`src/hw/lsh_pkg.sv`:
```
// constants shared by the link and state handshake register bank and its controller
package lsh_pkg;

   localparam int ADDR_W = 12;
   localparam int DATA_W = 8;
   localparam int NPORT  = 3;
   localparam int SW_ADDR_W = 14;

   // byte offsets, low byte at the lower address
   localparam logic [ADDR_W-1:0] OFF_LINK_LO = 12'h110;
   localparam logic [ADDR_W-1:0] OFF_LINK_HI = 12'h111;
   localparam logic [ADDR_W-1:0] OFF_REQ_LO  = 12'h120;
   localparam logic [ADDR_W-1:0] OFF_REQ_HI  = 12'h121;
   localparam logic [ADDR_W-1:0] OFF_STAT_LO = 12'h130;
   localparam logic [ADDR_W-1:0] OFF_STAT_HI = 12'h131;
   localparam logic [ADDR_W-1:0] OFF_CODE_LO = 12'h134;
   localparam logic [ADDR_W-1:0] OFF_CODE_HI = 12'h135;

   // link-status word field positions
   localparam int LNK_HOST_OK = 0;
   localparam int LNK_WDOG    = 1;
   localparam int LNK_ENH     = 2;
   localparam int LNK_PHY0    = 4;
   localparam int LNK_LOOP0   = 8;
   localparam int LNK_COMM0   = 9;
   localparam int LNK_STRIDE  = 2;

   // state request / state status layout: state field 3:0, flag bit 4
   localparam int ST_W    = 5;
   localparam int ST_FLAG = 4;
   localparam logic [ST_W-1:0] REQ_RST  = 5'h01;
   localparam logic [ST_W-1:0] STAT_RST = 5'h01;
   localparam logic [15:0]     CODE_RST = 16'h0000;

   localparam logic [3:0] ST_INIT   = 4'h1;
   localparam logic [3:0] ST_PREOP  = 4'h2;
   localparam logic [3:0] ST_BOOT   = 4'h3;
   localparam logic [3:0] ST_SAFEOP = 4'h4;
   localparam logic [3:0] ST_OP     = 4'h8;

   // controller software map: sw_addr[13:12] selects the target
   localparam logic [1:0] SEL_NET = 2'h0;
   localparam logic [1:0] SEL_HST = 2'h1;
   localparam logic [1:0] SEL_CTL = 2'h2;
   localparam logic [ADDR_W-1:0] CTL_OFF_STAT = 12'h000;
   localparam int CTL_REFUSED = 0;

endpackage

```
`src/hw/lsh_if.sv`:
```
// byte-wide access ports of the network side and the local host side
`timescale 1ns/1ps
interface lsh_if;
   import lsh_pkg::*;

   logic [ADDR_W-1:0] net_addr;
   logic [DATA_W-1:0] net_wdata;
   logic              net_wr;
   logic              net_rd;
   logic [DATA_W-1:0] net_rdata;
   logic              net_wr_taken;
   logic [ADDR_W-1:0] hst_addr;
   logic [DATA_W-1:0] hst_wdata;
   logic              hst_wr;
   logic              hst_rd;
   logic [DATA_W-1:0] hst_rdata;

   modport dev (
      input  net_addr, net_wdata, net_wr, net_rd, hst_addr, hst_wdata, hst_wr, hst_rd,
      output net_rdata, net_wr_taken, hst_rdata
   );
   modport ctl (
      output net_addr, net_wdata, net_wr, net_rd, hst_addr, hst_wdata, hst_wr, hst_rd,
      input  net_rdata, net_wr_taken, hst_rdata
   );
endinterface

```
`src/hw/lsh_dev.sv`:
```
// link-status and state handshake register bank of the subordinate controller
// Summary of operation
// per-port physical link flags at bits 4-6
// per-port stable communication flags at 9,11,13
// per-port loop closed flags at 8,10,12
// bit 2 enhanced link, taken at first load
// bit 1 shows host watchdog reloaded
// bit 0 host ok, gates process data access
// network read of link word clears event
// multi-byte registers little-endian by address
// state request field codes, reset to init
// request bit 4 acknowledges error flag
// mirroring off: lock until host reads
// after reset request register is writable
// host read of either byte unlocks
// mirroring on: accept and copy to status
// host read of request clears host events
// status read-only from network, host-writable
// actual state field codes, reset to init
// status bit 4 is the error flag
// network read of status clears its event
// status code word, host-writable, reset zero
// mirroring on: host status writes ignored
`timescale 1ns/1ps
module lsh_dev
   import lsh_pkg::*;
(
   input  wire logic       ref_clk_i,
   input  wire logic       nrst_i,
   lsh_if.dev              bus,
   input  wire logic [2:0] phy_link_i,
   input  wire logic [2:0] comm_ok_i,
   input  wire logic [2:0] loop_closed_i,
   input  wire logic       wdog_reloaded_i,
   input  wire logic       cfg_loaded_ok_i,
   input  wire logic       host_if_ok_i,
   input  wire logic       cfg_load_done_i,
   input  wire logic       enh_link_cfg_i,
   input  wire logic       mirror_en_i,
   output logic [3:0]      req_state_o,
   output logic            err_ack_o,
   output logic            req_locked_o,
   output logic [3:0]      act_state_o,
   output logic            err_ind_o,
   output logic [15:0]     status_code_o,
   output logic            pd_access_en_o,
   output logic            link_evt_clr_o,
   output logic            state_evt_clr_o,
   output logic            host_evt_clr_o
);
   logic [NPORT-1:0]  phy_s;
   logic [NPORT-1:0]  comm_s;
   logic [NPORT-1:0]  loop_s;
   logic [15:0]       link_word;

   logic [ST_W-1:0]   req;
   logic [ST_W-1:0]   stat;
   logic [15:0]       code;
   logic              locked;
   logic              enh;
   logic              enh_taken;
   logic [DATA_W-1:0] net_rdata;
   logic [DATA_W-1:0] hst_rdata;
   logic              link_clr;
   logic              state_clr;
   logic              host_clr;

   logic [ST_W-1:0]   next_req;
   logic [ST_W-1:0]   next_stat;
   logic [15:0]       next_code;
   logic              next_locked;
   logic              next_enh;
   logic              next_enh_taken;
   logic [DATA_W-1:0] next_net_rdata;
   logic [DATA_W-1:0] next_hst_rdata;
   logic              next_link_clr;
   logic              next_state_clr;
   logic              next_host_clr;
   logic              net_req_hit;
   logic              req_accept;
   logic              hst_req_read;

   // link pins come from the port logic outside this clock
   lsh_sync3 #(.W(3 * NPORT)) u_sync (
      .ref_clk_i (ref_clk_i),
      .nrst_i    (nrst_i),
      .pin_i     ({loop_closed_i, comm_ok_i, phy_link_i}),
      .level_o   ({loop_s, comm_s, phy_s})
   );

   always_comb begin
      link_word              = 16'h0000;
      link_word[LNK_HOST_OK] = cfg_loaded_ok_i & host_if_ok_i;
      link_word[LNK_WDOG]    = wdog_reloaded_i;
      link_word[LNK_ENH]     = enh;
      for (int p = 0; p < NPORT; p++) begin
         link_word[LNK_PHY0 + p]               = phy_s[p];
         link_word[LNK_LOOP0 + LNK_STRIDE * p] = loop_s[p];
         link_word[LNK_COMM0 + LNK_STRIDE * p] = comm_s[p];
      end
   end

   // both sides see the same byte at a given offset
   function automatic logic [DATA_W-1:0] rd_byte(input logic [ADDR_W-1:0] a,
                                                 input logic [15:0] lw,
                                                 input logic [ST_W-1:0] rq,
                                                 input logic [ST_W-1:0] st,
                                                 input logic [15:0] cd);
      logic [DATA_W-1:0] d;
      d = 8'h00;
      unique case (a)
         OFF_LINK_LO: d = lw[7:0];
         OFF_LINK_HI: d = lw[15:8];
         OFF_REQ_LO:  d = {3'h0, rq};
         OFF_STAT_LO: d = {3'h0, st};
         OFF_CODE_LO: d = cd[7:0];
         OFF_CODE_HI: d = cd[15:8];
         default:     d = 8'h00;
      endcase
      return d;
   endfunction

   always_comb begin
      next_req       = req;
      next_stat      = stat;
      next_code      = code;
      next_locked    = locked;
      next_enh       = enh;
      next_enh_taken = enh_taken;

      net_req_hit  = bus.net_wr && (bus.net_addr == OFF_REQ_LO || bus.net_addr == OFF_REQ_HI);
      req_accept   = net_req_hit && (mirror_en_i || !locked);
      hst_req_read = bus.hst_rd && (bus.hst_addr == OFF_REQ_LO || bus.hst_addr == OFF_REQ_HI);

      // host side of the state-request register only reads it
      if (req_accept && bus.net_addr == OFF_REQ_LO) begin
         next_req = bus.net_wdata[ST_W-1:0];
      end
      if (hst_req_read) begin
         next_locked = 1'b0;
      end
      // a new network write in the same cycle keeps the lock
      if (req_accept && !mirror_en_i) begin
         next_locked = 1'b1;
      end

      if (mirror_en_i) begin
         if (req_accept) begin
            next_stat = next_req;
         end
      end else if (bus.hst_wr && bus.hst_addr == OFF_STAT_LO) begin
         next_stat = bus.hst_wdata[ST_W-1:0];
      end // host status writes dropped under mirroring R21

      if (bus.hst_wr && bus.hst_addr == OFF_CODE_LO) begin
         next_code[7:0] = bus.hst_wdata;
      end
      if (bus.hst_wr && bus.hst_addr == OFF_CODE_HI) begin
         next_code[15:8] = bus.hst_wdata;
      end

      // later configuration loads never change this bit
      if (cfg_load_done_i && !enh_taken) begin
         next_enh       = enh_link_cfg_i;
         next_enh_taken = 1'b1;
      end

      next_net_rdata = bus.net_rd ? rd_byte(bus.net_addr, link_word, req, stat, code) : 8'h00;
      next_hst_rdata = bus.hst_rd ? rd_byte(bus.hst_addr, link_word, req, stat, code) : 8'h00;
      next_link_clr  = bus.net_rd &&
                       (bus.net_addr == OFF_LINK_LO || bus.net_addr == OFF_LINK_HI);
      next_state_clr = bus.net_rd &&
                       (bus.net_addr == OFF_STAT_LO || bus.net_addr == OFF_STAT_HI);
      next_host_clr  = hst_req_read;
   end

   always_ff @(posedge ref_clk_i or negedge nrst_i) begin
      if (!nrst_i) begin
         req       <= REQ_RST;
         stat      <= STAT_RST;
         code      <= CODE_RST;
         locked    <= 1'b0;
         enh       <= 1'b0;
         enh_taken <= 1'b0;
         net_rdata <= 8'h00;
         hst_rdata <= 8'h00;
         link_clr  <= 1'b0;
         state_clr <= 1'b0;
         host_clr  <= 1'b0;
      end else begin
         req       <= next_req;
         stat      <= next_stat;
         code      <= next_code;
         locked    <= next_locked;
         enh       <= next_enh;
         enh_taken <= next_enh_taken;
         net_rdata <= next_net_rdata;
         hst_rdata <= next_hst_rdata;
         link_clr  <= next_link_clr;
         state_clr <= next_state_clr;
         host_clr  <= next_host_clr;
      end
   end

   // network side cannot write anything else in this range
   assign bus.net_wr_taken = req_accept;
   assign bus.net_rdata    = net_rdata;
   assign bus.hst_rdata    = hst_rdata;
   assign req_state_o      = req[3:0];
   assign err_ack_o        = req[ST_FLAG];
   assign req_locked_o     = locked;
   assign act_state_o      = stat[3:0];
   assign err_ind_o        = stat[ST_FLAG];
   assign status_code_o    = code;
   assign pd_access_en_o   = link_word[LNK_HOST_OK];
   assign link_evt_clr_o   = link_clr;
   assign state_evt_clr_o  = state_clr;
   assign host_evt_clr_o   = host_clr;
endmodule // lsh_dev

```
`src/hw/lsh_sync3.sv`:
```
// three-stage pin synchroniser, output follows once stages two and three agree
`timescale 1ns/1ps
module lsh_sync3 #(
   parameter int W = 1
) (
   input  wire logic         ref_clk_i,
   input  wire logic         nrst_i,
   input  wire logic [W-1:0] pin_i,
   output logic      [W-1:0] level_o
);
   logic [W-1:0] s1;
   logic [W-1:0] s2;
   logic [W-1:0] s3;
   logic [W-1:0] next_level;

   genvar g;
   generate
      for (g = 0; g < W; g++) begin : g_bit
         always_comb begin
            next_level[g] = (s2[g] == s3[g]) ? s3[g] : level_o[g];
         end
         always_ff @(posedge ref_clk_i or negedge nrst_i) begin
            if (!nrst_i) begin
               s1[g]      <= 1'b0;
               s2[g]      <= 1'b0;
               s3[g]      <= 1'b0;
               level_o[g] <= 1'b0;
            end else begin
               s1[g]      <= pin_i[g];
               s2[g]      <= s1[g];
               s3[g]      <= s2[g];
               level_o[g] <= next_level[g];
            end
         end
      end
   endgenerate
endmodule // lsh_sync3

```
`src/flat_wrapper.sv`:
```
// flat-port wrapper written by rule: the top's interface ports become plain ports
module lsh_dev_flat import lsh_pkg::*;
  (ref_clk_i, nrst_i, phy_link_i, comm_ok_i, loop_closed_i, wdog_reloaded_i, cfg_loaded_ok_i, host_if_ok_i, cfg_load_done_i, enh_link_cfg_i, mirror_en_i, req_state_o, err_ack_o, req_locked_o, act_state_o, err_ind_o, status_code_o, pd_access_en_o, link_evt_clr_o, state_evt_clr_o, host_evt_clr_o, bus_net_addr, bus_net_wdata, bus_net_wr, bus_net_rd, bus_hst_addr, bus_hst_wdata, bus_hst_wr, bus_hst_rd, bus_net_rdata, bus_net_wr_taken, bus_hst_rdata);
  lsh_if bus_i ();
  input  wire logic ref_clk_i;
  input  wire logic nrst_i;
  input  wire logic [2:0] phy_link_i;
  input  wire logic [2:0] comm_ok_i;
  input  wire logic [2:0] loop_closed_i;
  input  wire logic wdog_reloaded_i;
  input  wire logic cfg_loaded_ok_i;
  input  wire logic host_if_ok_i;
  input  wire logic cfg_load_done_i;
  input  wire logic enh_link_cfg_i;
  input  wire logic mirror_en_i;
  output logic [3:0] req_state_o;
  output logic err_ack_o;
  output logic req_locked_o;
  output logic [3:0] act_state_o;
  output logic err_ind_o;
  output logic [15:0] status_code_o;
  output logic pd_access_en_o;
  output logic link_evt_clr_o;
  output logic state_evt_clr_o;
  output logic host_evt_clr_o;
  input wire logic [$bits(bus_i.net_addr)-1:0] bus_net_addr;
  input wire logic [$bits(bus_i.net_wdata)-1:0] bus_net_wdata;
  input wire logic [$bits(bus_i.net_wr)-1:0] bus_net_wr;
  input wire logic [$bits(bus_i.net_rd)-1:0] bus_net_rd;
  input wire logic [$bits(bus_i.hst_addr)-1:0] bus_hst_addr;
  input wire logic [$bits(bus_i.hst_wdata)-1:0] bus_hst_wdata;
  input wire logic [$bits(bus_i.hst_wr)-1:0] bus_hst_wr;
  input wire logic [$bits(bus_i.hst_rd)-1:0] bus_hst_rd;
  output wire logic [$bits(bus_i.net_rdata)-1:0] bus_net_rdata;
  output wire logic [$bits(bus_i.net_wr_taken)-1:0] bus_net_wr_taken;
  output wire logic [$bits(bus_i.hst_rdata)-1:0] bus_hst_rdata;
  assign bus_i.net_addr = bus_net_addr;
  assign bus_i.net_wdata = bus_net_wdata;
  assign bus_i.net_wr = bus_net_wr;
  assign bus_i.net_rd = bus_net_rd;
  assign bus_i.hst_addr = bus_hst_addr;
  assign bus_i.hst_wdata = bus_hst_wdata;
  assign bus_i.hst_wr = bus_hst_wr;
  assign bus_i.hst_rd = bus_hst_rd;
  assign bus_net_rdata = bus_i.net_rdata;
  assign bus_net_wr_taken = bus_i.net_wr_taken;
  assign bus_hst_rdata = bus_i.hst_rdata;
  lsh_dev u_core (.ref_clk_i(ref_clk_i), .nrst_i(nrst_i), .bus(bus_i), .phy_link_i(phy_link_i), .comm_ok_i(comm_ok_i), .loop_closed_i(loop_closed_i), .wdog_reloaded_i(wdog_reloaded_i), .cfg_loaded_ok_i(cfg_loaded_ok_i), .host_if_ok_i(host_if_ok_i), .cfg_load_done_i(cfg_load_done_i), .enh_link_cfg_i(enh_link_cfg_i), .mirror_en_i(mirror_en_i), .req_state_o(req_state_o), .err_ack_o(err_ack_o), .req_locked_o(req_locked_o), .act_state_o(act_state_o), .err_ind_o(err_ind_o), .status_code_o(status_code_o), .pd_access_en_o(pd_access_en_o), .link_evt_clr_o(link_evt_clr_o), .state_evt_clr_o(state_evt_clr_o), .host_evt_clr_o(host_evt_clr_o));
endmodule
```
`config.mk`:
```
export PLATFORM = sky130hd
export DESIGN_NAME = lsh_dev_flat
export DESIGN_NICKNAME = d
export VERILOG_FILES = /design/src/hw/lsh_pkg.sv /design/src/hw/lsh_if.sv /design/src/hw/lsh_dev.sv /design/src/hw/lsh_sync3.sv /design/src/flat_wrapper.sv
export SDC_FILE = /design/constraint.sdc
export NUM_CORES = 1
export LEC_CHECK = 0
export ABC_CLOCK_PERIOD_IN_PS = 1400
export BUFFER_PORTS_ARGS = -buffer_cell sky130_fd_sc_hd__buf_2
export CAP_MARGIN = 15
export CORE_MARGIN = 2
export CORE_UTILIZATION = 46
export DETAILED_ROUTE_END_ITERATION = 8
export PLACE_DENSITY = 0.79
export SYNTH_ARGS = -nofsm -noshare
export SYNTH_HDL_FRONTEND = slang
export SYNTH_HIERARCHICAL = 1
export SYNTH_SLANG_ARGS = --single-unit
```
`constraint.sdc`:
```
create_clock -name ref_clk_i -period 1.4 [get_ports ref_clk_i]
set_input_delay 0.14 -clock ref_clk_i [delete_from_list [all_inputs] [get_ports ref_clk_i]]
set_output_delay 0.14 -clock ref_clk_i [all_outputs]
set_load 0.02 [all_outputs]
```
; ---- After elaboration in Yosys (flattened, before gate mapping)
; Cells that the tools add are included.
; W data, S select, Z words.
[totals]
register_bits = 84
input_bits = 61
word_cells = 106
out_inout_bits = 48
[op_classes]
n_eq_ne = 25
bitwise = 1
n_mux = 10
reduce_logical = 22
[ops]
columns = operator, count
row1 = $eq A12 B9 Y1 const B, 15
row2 = $pmux W8 S6, 2
row3 = $mux W5, 4
row4 = $mux W8, 2
row5 = $logic_and A1 B1 Y1, 11
row6 = $eq A1 B1 Y1, 9
row7 = $logic_or A1 B1 Y1, 5
row8 = $reduce_bool A2 Y1, 2
row9 = $logic_not A1 Y1, 3
row10 = $mux W1, 2
row11 = $ne A2 B1 Y1 const B, 1
row12 = $reduce_and A2 Y1, 1
row13 = $and A1 B1 Y1, 1

; ---- Logic depth before layout (Yosys ltp)
; Gate-level depths: netlist of the first run.
[logic_depth]
ltp_word = 8
ltp_mapped = 7

; ---- Modules after synthesis
; The synthesis of the first run kept the hierarchy.
[by_module_without_submodules]
columns = mod, area_each_um2, cells_per_inst, instances
row1 = lsh_dev, 2661.3, 251, 1
row2 = lsh_sync3, 1002.2, 45, 1

; ---- Least setup slack after synthesis of the first run
; No wires, ideal clock.
[synth_path]
kind = input to register
from = input bus_net_addr[9]
to = register u_core.locked, in the netlist u_core/req_locked_o
setup_ns = 0.078
n_path_buf = 1
slack_ns = -0.502
t_arrival_ns = 1.824
path_stages = 5
required_ns = 1.322
cell_sequence = or4b_1 or3_1 buf_4 nor3_1 o2bb2ai_1
[synth_via]
elab_chain_len = 6
elab_cells_between_ends = 8
cone_classes = eq/ne (2) / mux (1) / reduce/logical (5)
[synth_rtl]
columns = element, line_no
row1 = start: declaration, flat_wrapper.sv:26  ; input wire logic [$bits(bus_i.net_addr)-1:0] bus_net_addr;
row2 = $eq A12 B9 Y1, lsh_dev.sv:131  ; net_req_hit = bus.net_wr && (bus.net_addr == OFF_REQ_LO || bus.net_addr == OFF_REQ_HI);
row3 = $logic_or A1 B1 Y1 *, lsh_dev.sv:131
row4 = $logic_and A1 B1 Y1 *, lsh_dev.sv:131
row5 = $logic_and A1 B1 Y1 *, lsh_dev.sv:132  ; req_accept = net_req_hit && (mirror_en_i || !locked);
row6 = via bus_net_wr_taken, flat_wrapper.sv:35  ; output wire logic [$bits(bus_i.net_wr_taken)-1:0] bus_net_wr_taken;
row7 = $logic_and A1 B1 Y1 *, lsh_dev.sv:143  ; if (req_accept && !mirror_en_i) begin
row8 = $mux W1 or $reduce_bool A2 Y1 (tied branches), -
row9 = end signal: assignment, lsh_dev.sv:194  ; locked <= next_locked;
row10 = end: declaration, lsh_dev.sv:59  ; logic locked;
; Mark *: on every way through the listed nets, which the timed path passes. The rest lies on a longest branch.
; A chain may end at the register's enable or synchronous reset.

; ---- Worst setup path in the final report of the first run
[layout_path]
from = input bus_net_addr[10]
to = output bus_net_wr_taken
[layout_via]
elab_chain_len = 4
elab_cells_between_ends = 5
cone_classes = eq/ne (2) / reduce/logical (3)
[layout_rtl]
columns = element, line_no
row1 = $eq A12 B9 Y1, lsh_dev.sv:131
row2 = $logic_or A1 B1 Y1 *, lsh_dev.sv:131
row3 = $logic_and A1 B1 Y1 *, lsh_dev.sv:131
row4 = $logic_and A1 B1 Y1 *, lsh_dev.sv:132
row5 = end: declaration, flat_wrapper.sv:35
; Mark *: on every way between the ends. The rest lies on a longest branch, timed or not.

==> impl_metrics.yaml, run 1 <==
run_status:
  status: "finished, violations left"
  violations: "setup timing"
synth:
  avgSynthCellArea_um2: 12.4
  synth_seq_area_share_pct: 57.4
  synth_largest_area_cell: "dfrtp_1"
  synthCells: 296
  synth_area_leaders: "dfrtp_1 56%, mux2_2 8.0%, mux2i_1 6.8%, maj3_2 2.8%, nand2b_1 2.0%"
  async_flop_share_pct: 100
  synthFlopType: "dfrtp_1"
  ys_warn_count: 6
  synth_top_cell_area_share_pct: 56.0
  synth_edf_count: 0
  ys_ff_latch: 84
  synth.distinct_cells: 43
  synthesis.nets: 357
  syn_area_um2: 3660
clocking:
  clockRootBuffer: "clkbuf_8"
  htreeDepth: 3
  cts_buffer_depth: 2
  clkTransAtPathRegs_ns: 0.09
  clk_latency_ns: 0.37
  clock-sinks: 84
  cts_tree: "yes"
  numCtsBuffers: 9
pwr:
  power_density_nw_per_um2: 920
  leakage_nw: 2.53
  irDropWorstVdd_mv: 0.778
  switchingPower_mw: 1.20
  switching_share_pct: 25.1
  p_seq_share_pct: 53.6
  pwr-share-clk_pct: 36.6
  p_comb_share_pct: 9.8
  p_int_mw: 3.57
global_route:
  overflow: 0
  grt.total_usage_pct: 24.5
  grt_max_degree: 41
  grt_pass1_wl_um: 15900
  antenna_found_initial: 0
  first_global_vias: 3190
sta:
  period_needed_ns: 1.74
  timing.hold.ws_ns: 0.0148
  finalHoldViolations: 0
  fin_crit_sh_pct: 124
  worst_slew_pin_slew_ns: 0.460
  worst_slack_ns: -0.337
  max_freq_ghz: 0.576
  finalSetupViolations: 18
  rsz0062_at_grt: "true"
  slew_headroom_pct: 69.3
  slew_viol_final: 0
  skew_ns: 0.00992
critical_path:
  crit_slowest_cell: "or4b_4"
  cpPeakStageDelay_ns: 0.53
  crit_chain: "buf_6 > or4b_4 > or3_4 > buf_6 > nor3_4 > buf_6"
  crit_path_frequent_cell: "buf_6"
  r2r_slack_ns: -0.23
  cp.required_ns: 1.26
  worstSetupStartpointType: "input pin"
  path_max_fanout: 2
  arrival_ns: 1.60
  critPathKind: "input pin to output pin"
  endpoint_kind: "output pin"
placed_design:
  gp_congestion: 0.927
  hpwl_um: 7500
  portBuffers: 105
  dp.cells: 536
route:
  wirelength_um: 10200
  wl_met1_um: 4010
  wl_per_cell_um: 17.9
  dr_wl_met3_um: 834
  final_antenna_net_count: 0
  via_per_inst: 5.53
  first_pass_iters: 5
  wl_met2_um: 5120
  drtIter0Drc: 282
  drc: 0
  num_vias: 3157
  top_layer: "met4"
layout:
  layout_common_cells: "102 x buf_2, 82 x dfrtp_1, 45 x buf_4, 25 x mux2i_1, 24 x mux2_2"
  fill_cells: 558
  drive_gt1_share_pct: 49.7
  antennaDiodeCount: 0
  instances_no_fill: 571
  multi_input_area_um2: 1610
  utilization_pct: 67.0
  syn_to_final_growth_pct: 41.3
  mostFrequentLayoutCell: "buf_2"
  final_nets: 525
  regArea_um2: 2100
floorplan:
  start_util_pct: 47.4
  dieHeight_um: 93.2
  rows: 32
  die_w_um: 93.2
  core_area_um2: 7730
  io_pins: 109
  die_area_um2: 8690
flow_run:
  cap_violations: 0
hold_path:
  hp-class: "input pin to flip-flop"
==> worst paths after layout <==
check / startpoint / to / cells past startpoint
max: bus_net_addr[10] / bus_net_wr_taken / 6
max in group asynchronous: nrst_i / u_core/bus.hst_rdata[5]$_DFF_PN0_ / 3
max reg2reg: u_core/req_locked_o$_DFFE_PN0P_ / u_core/stat[2]$_DFFE_PN0P_ / 7
min in group asynchronous: nrst_i / u_core/u_sync/s1[7]$_DFF_PN0_ / 2
min reg2reg: u_core/u_sync/s1[7]$_DFF_PN0_ / u_core/u_sync/s2[7]$_DFF_PN0_ / 0
min: bus_net_wdata[0] / u_core/req[0]$_DFF_PN1_ / 2
==> critical path, delay by kind of cell <==
kind	cells	cell delay [ns]
AND/OR/NAND/NOR	3	1.08
buffers and inverters	3	0.39
==> cell type report <==
class                   instances  area share (%)
clock inverters                 6            1.43
clock buffers                  10            2.46
repair buffers                169            21.5
multi-input cells             194            31.1
inverters                       6           0.435
flip-flops and latches         84            40.6
well taps                     102            2.46
==> metrics by stage <==
| stage | area (um^2) | worst slack (ns) | power [mW] | setup TNS (ns) |
|---|---|---|---|---|
| 6_report | 5180 | -0.337 | 4.76 | -4.73 |
| 3_3_place_gp | 4670 | -0.625 | 3.00 | -14.15 |
| 3_5_place_dp | 4670 | -0.659 | 3.02 | -15.81 |
| 5_1_grt | 5180 | -0.361 | 4.94 | -5.39 |
| 2_1_floorplan | 3710 | -0.492 | 2.75 | -6.68 |
| 4_1_cts | 5110 | -0.385 | 4.78 | -5.15 |
==> cell families (layout without fill, tap and decap cells) <==
logic type / Yosys count / after routing / synth area share, %
flip-flops: 84 / 84 / 57.4
buffers and inverters: 18 / 191 / 2.19
AND/OR/NAND/NOR: 87 / 87 / 13.6
multiplexers: 54 / 54 / 15.7
AO/OA/AOI/OAI: 43 / 43 / 8.03
adder cells (fa/ha/maj): 9 / 9 / 2.77
XOR/XNOR: 1 / 1 / 0.239
==> repair_timing <==
action	in CTS	in global routing
pin swaps	10	15
hold buffers	12	0
setup buffers	3	4
endpoints found under the hold margin	41	0
gates cloned	0	0
gates resized for setup	21	11
setup endpoints to repair	19	22
==> power by group through the flow <==
stage / logic [mW] / clock network [mW] / registers, mW
after global placement: 0.405 / 0 / 2.60
after detailed placement: 0.419 / 0 / 2.60
after global routing: 0.501 / 1.88 / 2.56
final: 0.465 / 1.75 / 2.55
after floorplan: 0.162 / 0 / 2.58
after CTS: 0.457 / 1.77 / 2.55
==> Yosys cell counts, types with 3 or more instances <==
cell / number
dfrtp_1: 82
mux2_2: 26
mux2i_1: 25
nor2_1: 17
nand2_1: 13
nand2b_1: 12
o21ai_0: 10
maj3_2: 9
nor3_1: 8
a21oi_1: 7
a22oi_1: 7
clkbuf_1: 7
nand4_1: 7
inv_1: 6
nand3_1: 6
nor2b_1: 6
o2bb2ai_1: 6
a222oi_1: 4
o22ai_1: 4
mux2_1: 3
nor4_1: 3
==> metal layers <==
metal,up-vias,track usage [%]
met1,1518,31.2
met2,186,40.2
met5,-,0
met3,31,5.64
met4,0,10.5
li1,1422,-
==> registers in the layout, summed over array words and instances (netlist names), 8 cells and up <==
signal                 count
u_core/u_sync/s2           9
u_core/u_sync/s3           9
u_core/bus.net_rdata       8
u_core/status_code_o      16
u_core/u_sync/level_o      9
u_core/u_sync/s1           9
u_core/bus.hst_rdata       8
Power figures use the tool's default switching activity.
==> inputs of run 2 (changes only) <==
--- a/config.mk
+++ b/config.mk
@@ -5,13 +5,14 @@
 export SDC_FILE = /design/constraint.sdc
 export NUM_CORES = 1
 export LEC_CHECK = 0
+export ABC_AREA = 1
 export ABC_CLOCK_PERIOD_IN_PS = 1400
 export BUFFER_PORTS_ARGS = -buffer_cell sky130_fd_sc_hd__buf_2
 export CAP_MARGIN = 15
 export CORE_MARGIN = 2
-export CORE_UTILIZATION = 46
+export CORE_UTILIZATION = 47
 export DETAILED_ROUTE_END_ITERATION = 8
-export PLACE_DENSITY = 0.79
+export PLACE_DENSITY = 0.8
 export SYNTH_ARGS = -nofsm -noshare
 export SYNTH_HDL_FRONTEND = slang
 export SYNTH_HIERARCHICAL = 1
==> run 2 against run 1 <==
  * The flow still finishes with violations (setup timing)
  * Setup slack improved by 0.28 ns
  * Non-clock buffer count down 25
  * Synthesized cell count is 54% higher
  * Power increased by 3.5%
  * Die area increased by 4.2%
  * Largest cell class unchanged
  * Highest routed layer unchanged
==> impl_metrics.yaml, run 2 <==
layout:
  layout_common_cells: "103 x buf_2, 96 x nand2_1, 82 x dfrtp_1, 59 x nor2_1, 54 x nand3_1"
  fill_cells: 707
  drive_gt1_share_pct: 33.1
  mostFrequentLayoutCell: "buf_2"
  largest_reg_flops: 16
  multi_input_area_um2: 1570
  final_nets: 664
  antennaDiodeCount: 0
  regArea_um2: 2100
  syn_to_final_growth_pct: 31.3
synth:
  ys_ff_latch: 84
  synthCells: 455
  synthFlopType: "dfrtp_1"
  async_flop_share_pct: 100
  synth_common_cells: "100 x nand2_1, 82 x dfrtp_1, 61 x nor2_1"
  ys_warn_count: 6
  synth_area_leaders: "dfrtp_1 53%, nand2_1 9.6%, nand3_1 7.0%, nor2_1 5.9%, inv_1 4.6%"
  yosysMostFrequentCell: "nand2_1"
  synth_edf_count: 0
  avgSynthCellArea_um2: 8.59
  synthesis.nets: 516
  synth.distinct_cells: 31
  synth_largest_area_cell: "dfrtp_1"
  syn_area_um2: 3910
  synth_top_cell_area_share_pct: 52.5
  synth_seq_area_share_pct: 53.9
critical_path:
  endpoint_kind: "output pin"
  reg2reg_from: "u_core/req_locked_o$_DFFE_PN0P_"
  crit_chain: "inv_2 > nor2_2 > inv_2 > nand2_2 > nor2_4 > nand2_2 > inv_2 > buf_6"
  cpPeakStageDelay_ns: 0.40
  path_max_fanout: 2
  cp.required_ns: 1.26
  critPathBufInv: 4
  timing.rr.end: "u_core/stat[2]$_DFFE_PN0P_"
  critPathKind: "flip-flop to output pin"
  worstSetupStartpointType: "flip-flop"
  crit_slowest_cell: "dfrtp_1"
  crit_path_frequent_cell: "inv_2"
  cpLargestDelayFamily: "flip-flops"
  ff2ff_path_depth: 12
  r2r_slack_ns: -0.05
  arrival_ns: 1.32
clocking:
  clkTransAtPathRegs_ns: 0.09
  clk_latency_ns: 0.36
  cts_tree: "yes"
  clockRootBuffer: "clkbuf_8"
  cts_buffer_depth: 2
  numCtsBuffers: 9
  htreeDepth: 3
  clock-sinks: 84
global_route:
  overflow: 0
  antenna_found_initial: 0
  grt_pass1_wl_um: 16600
  grt_max_degree: 43
  first_global_vias: 3530
  grt.total_usage_pct: 24.3
pwr:
  p_comb_share_pct: 7.9
  p_seq_share_pct: 52.0
  pwr-share-clk_pct: 40.1
  switching_share_pct: 25.1
  p_int_mw: 3.69
  switchingPower_mw: 1.24
  irDropWorstVdd_mv: 0.599
  leakage_nw: 2.81
  power_density_nw_per_um2: 961
hold_path:
  hp-class: "input pin to flip-flop"
  holdPathStages: 3
  min_from: "enh_link_cfg_i"
  hold_end: "u_core/enh$_DFFE_PN0P_"
sta:
  max_freq_ghz: 0.686
  period_needed_ns: 1.46
  slew_headroom_pct: 73.7
  rsz0062_at_grt: "true"
  finalSetupViolations: 5
  worst_slack_ns: -0.0580
  fin_crit_sh_pct: 104
  skew_ns: 0.00626
  worst_slew_pin_slew_ns: 0.394
  finalHoldViolations: 0
  timing.hold.ws_ns: 0.0398
  slew_viol_final: 0
  setup_tns_ns: -0.176
floorplan:
  rows: 33
  io_pins: 109
  dieHeight_um: 95.2
  die_w_um: 95.2
  die_area_um2: 9060
  start_util_pct: 48.0
  core_area_um2: 8130
route:
  wirelength_um: 10900
  drc: 0
  first_pass_iters: 5
  drtIter0Drc: 274
  num_vias: 3752
  via_per_inst: 5.26
  wl_per_cell_um: 15.3
  final_antenna_net_count: 0
run_status:
  violations: "setup timing"
  status: "finished, violations left"
placed_design:
  portBuffers: 105
  hpwl_um: 8180
  gp_congestion: 0.868
flow_run:
  cap_violations: 0
-- run 2: layer usage --
layer,vias up,GRT usage (%),part of all wire [%]
met5,-,0,0
met4,0,6.04,1.7
met3,26,5.77,7.2
met2,177,42.3,50
met1,1774,30.5,41
li1,1775,-,-
-- run 2: timing repair --
action / in CTS / in global routing
endpoints found under the setup margin: 1 / 6
pin swaps: 1 / 3
hold buffers: 11 / 0
gates resized for setup: 4 / 11
buffers inserted: 4 / 0
hold endpoints to repair: 33 / 0
-- run 2: cells by family after synthesis --
kind of cell | share of synthesized area, %
buffers and inverters | 6.92
DFF | 53.9
AOI/OAI and AO/OA | 5.96
and+or+nand+nor | 33.2
-- run 2: power groups by stage --
stage	Clock (mW)	Combinational (mW)	Sequential, mW
2_1_floorplan	0	0.139	2.59
3_3_place_gp	0	0.342	2.60
3_5_place_dp	0	0.357	2.61
4_1_cts	2.02	0.387	2.56
5_1_grt	2.13	0.432	2.57
6_report	1.98	0.390	2.56
-- run 2: tightest hold or removal path, stage by stage --
cell and delay [ns]:
buf_2 0.10, inv_1 0.04, a31oi_1 0.08
-- run 2: final cells by class --
cell class | count | area share (%)
well taps | 105 | 2.56
inverters | 57 | 4.22
repair buffers | 144 | 17.1
clock buffers | 9 | 2.41
clock inverters | 7 | 2.05
flip-flops and latches | 84 | 41.0
multi-input cells | 307 | 30.6
-- run 2: worst max path at each step --
| stage | start | to | slack (ns) | cells past startpoint |
|---|---|---|---|---|
| 2_1_floorplan | u_core/req_locked_o$_DFFE_PN0P_ | u_core/stat[3]$_DFFE_PN0P_ | 0.1 | 10 |
| 3_3_place_gp | bus_net_addr[7] | u_core/bus.net_rdata[4]$_DFF_PN0_ | 0.002 | 10 |
| 3_5_place_dp | bus_hst_addr[7] | u_core/bus.hst_rdata[7]$_DFF_PN0_ | -0.06 | 10 |
| 4_1_cts | u_core/req_locked_o$_DFFE_PN0P_ | bus_net_wr_taken | -0.08 | 8 |
| 5_1_grt | u_core/req_locked_o$_DFFE_PN0P_ | bus_net_wr_taken | -0.13 | 8 |
| 6_report | u_core/req_locked_o$_DFFE_PN0P_ | bus_net_wr_taken | -0.06 | 8 |
-- run 2: through the flow --
| stage | total power, mW | worst slack, ns | std cells | area (um^2) | utilization [%] |
|---|---|---|---|---|---|
| 3_5_place_dp | 2.96 | -0.0585 | 682 | 4710 | 58.0 |
| 4_1_cts | 4.96 | -0.0789 | 713 | 5090 | 62.6 |
| 3_3_place_gp | 2.94 | 0.00209 | 682 | 4710 | 58.0 |
| 5_1_grt | 5.13 | -0.125 | 713 | 5130 | 63.1 |
| 6_report | 4.93 | -0.0580 | 713 | 5130 | 63.1 |
| 2_1_floorplan | 2.73 | 0.0962 | 455 | 3910 | - |
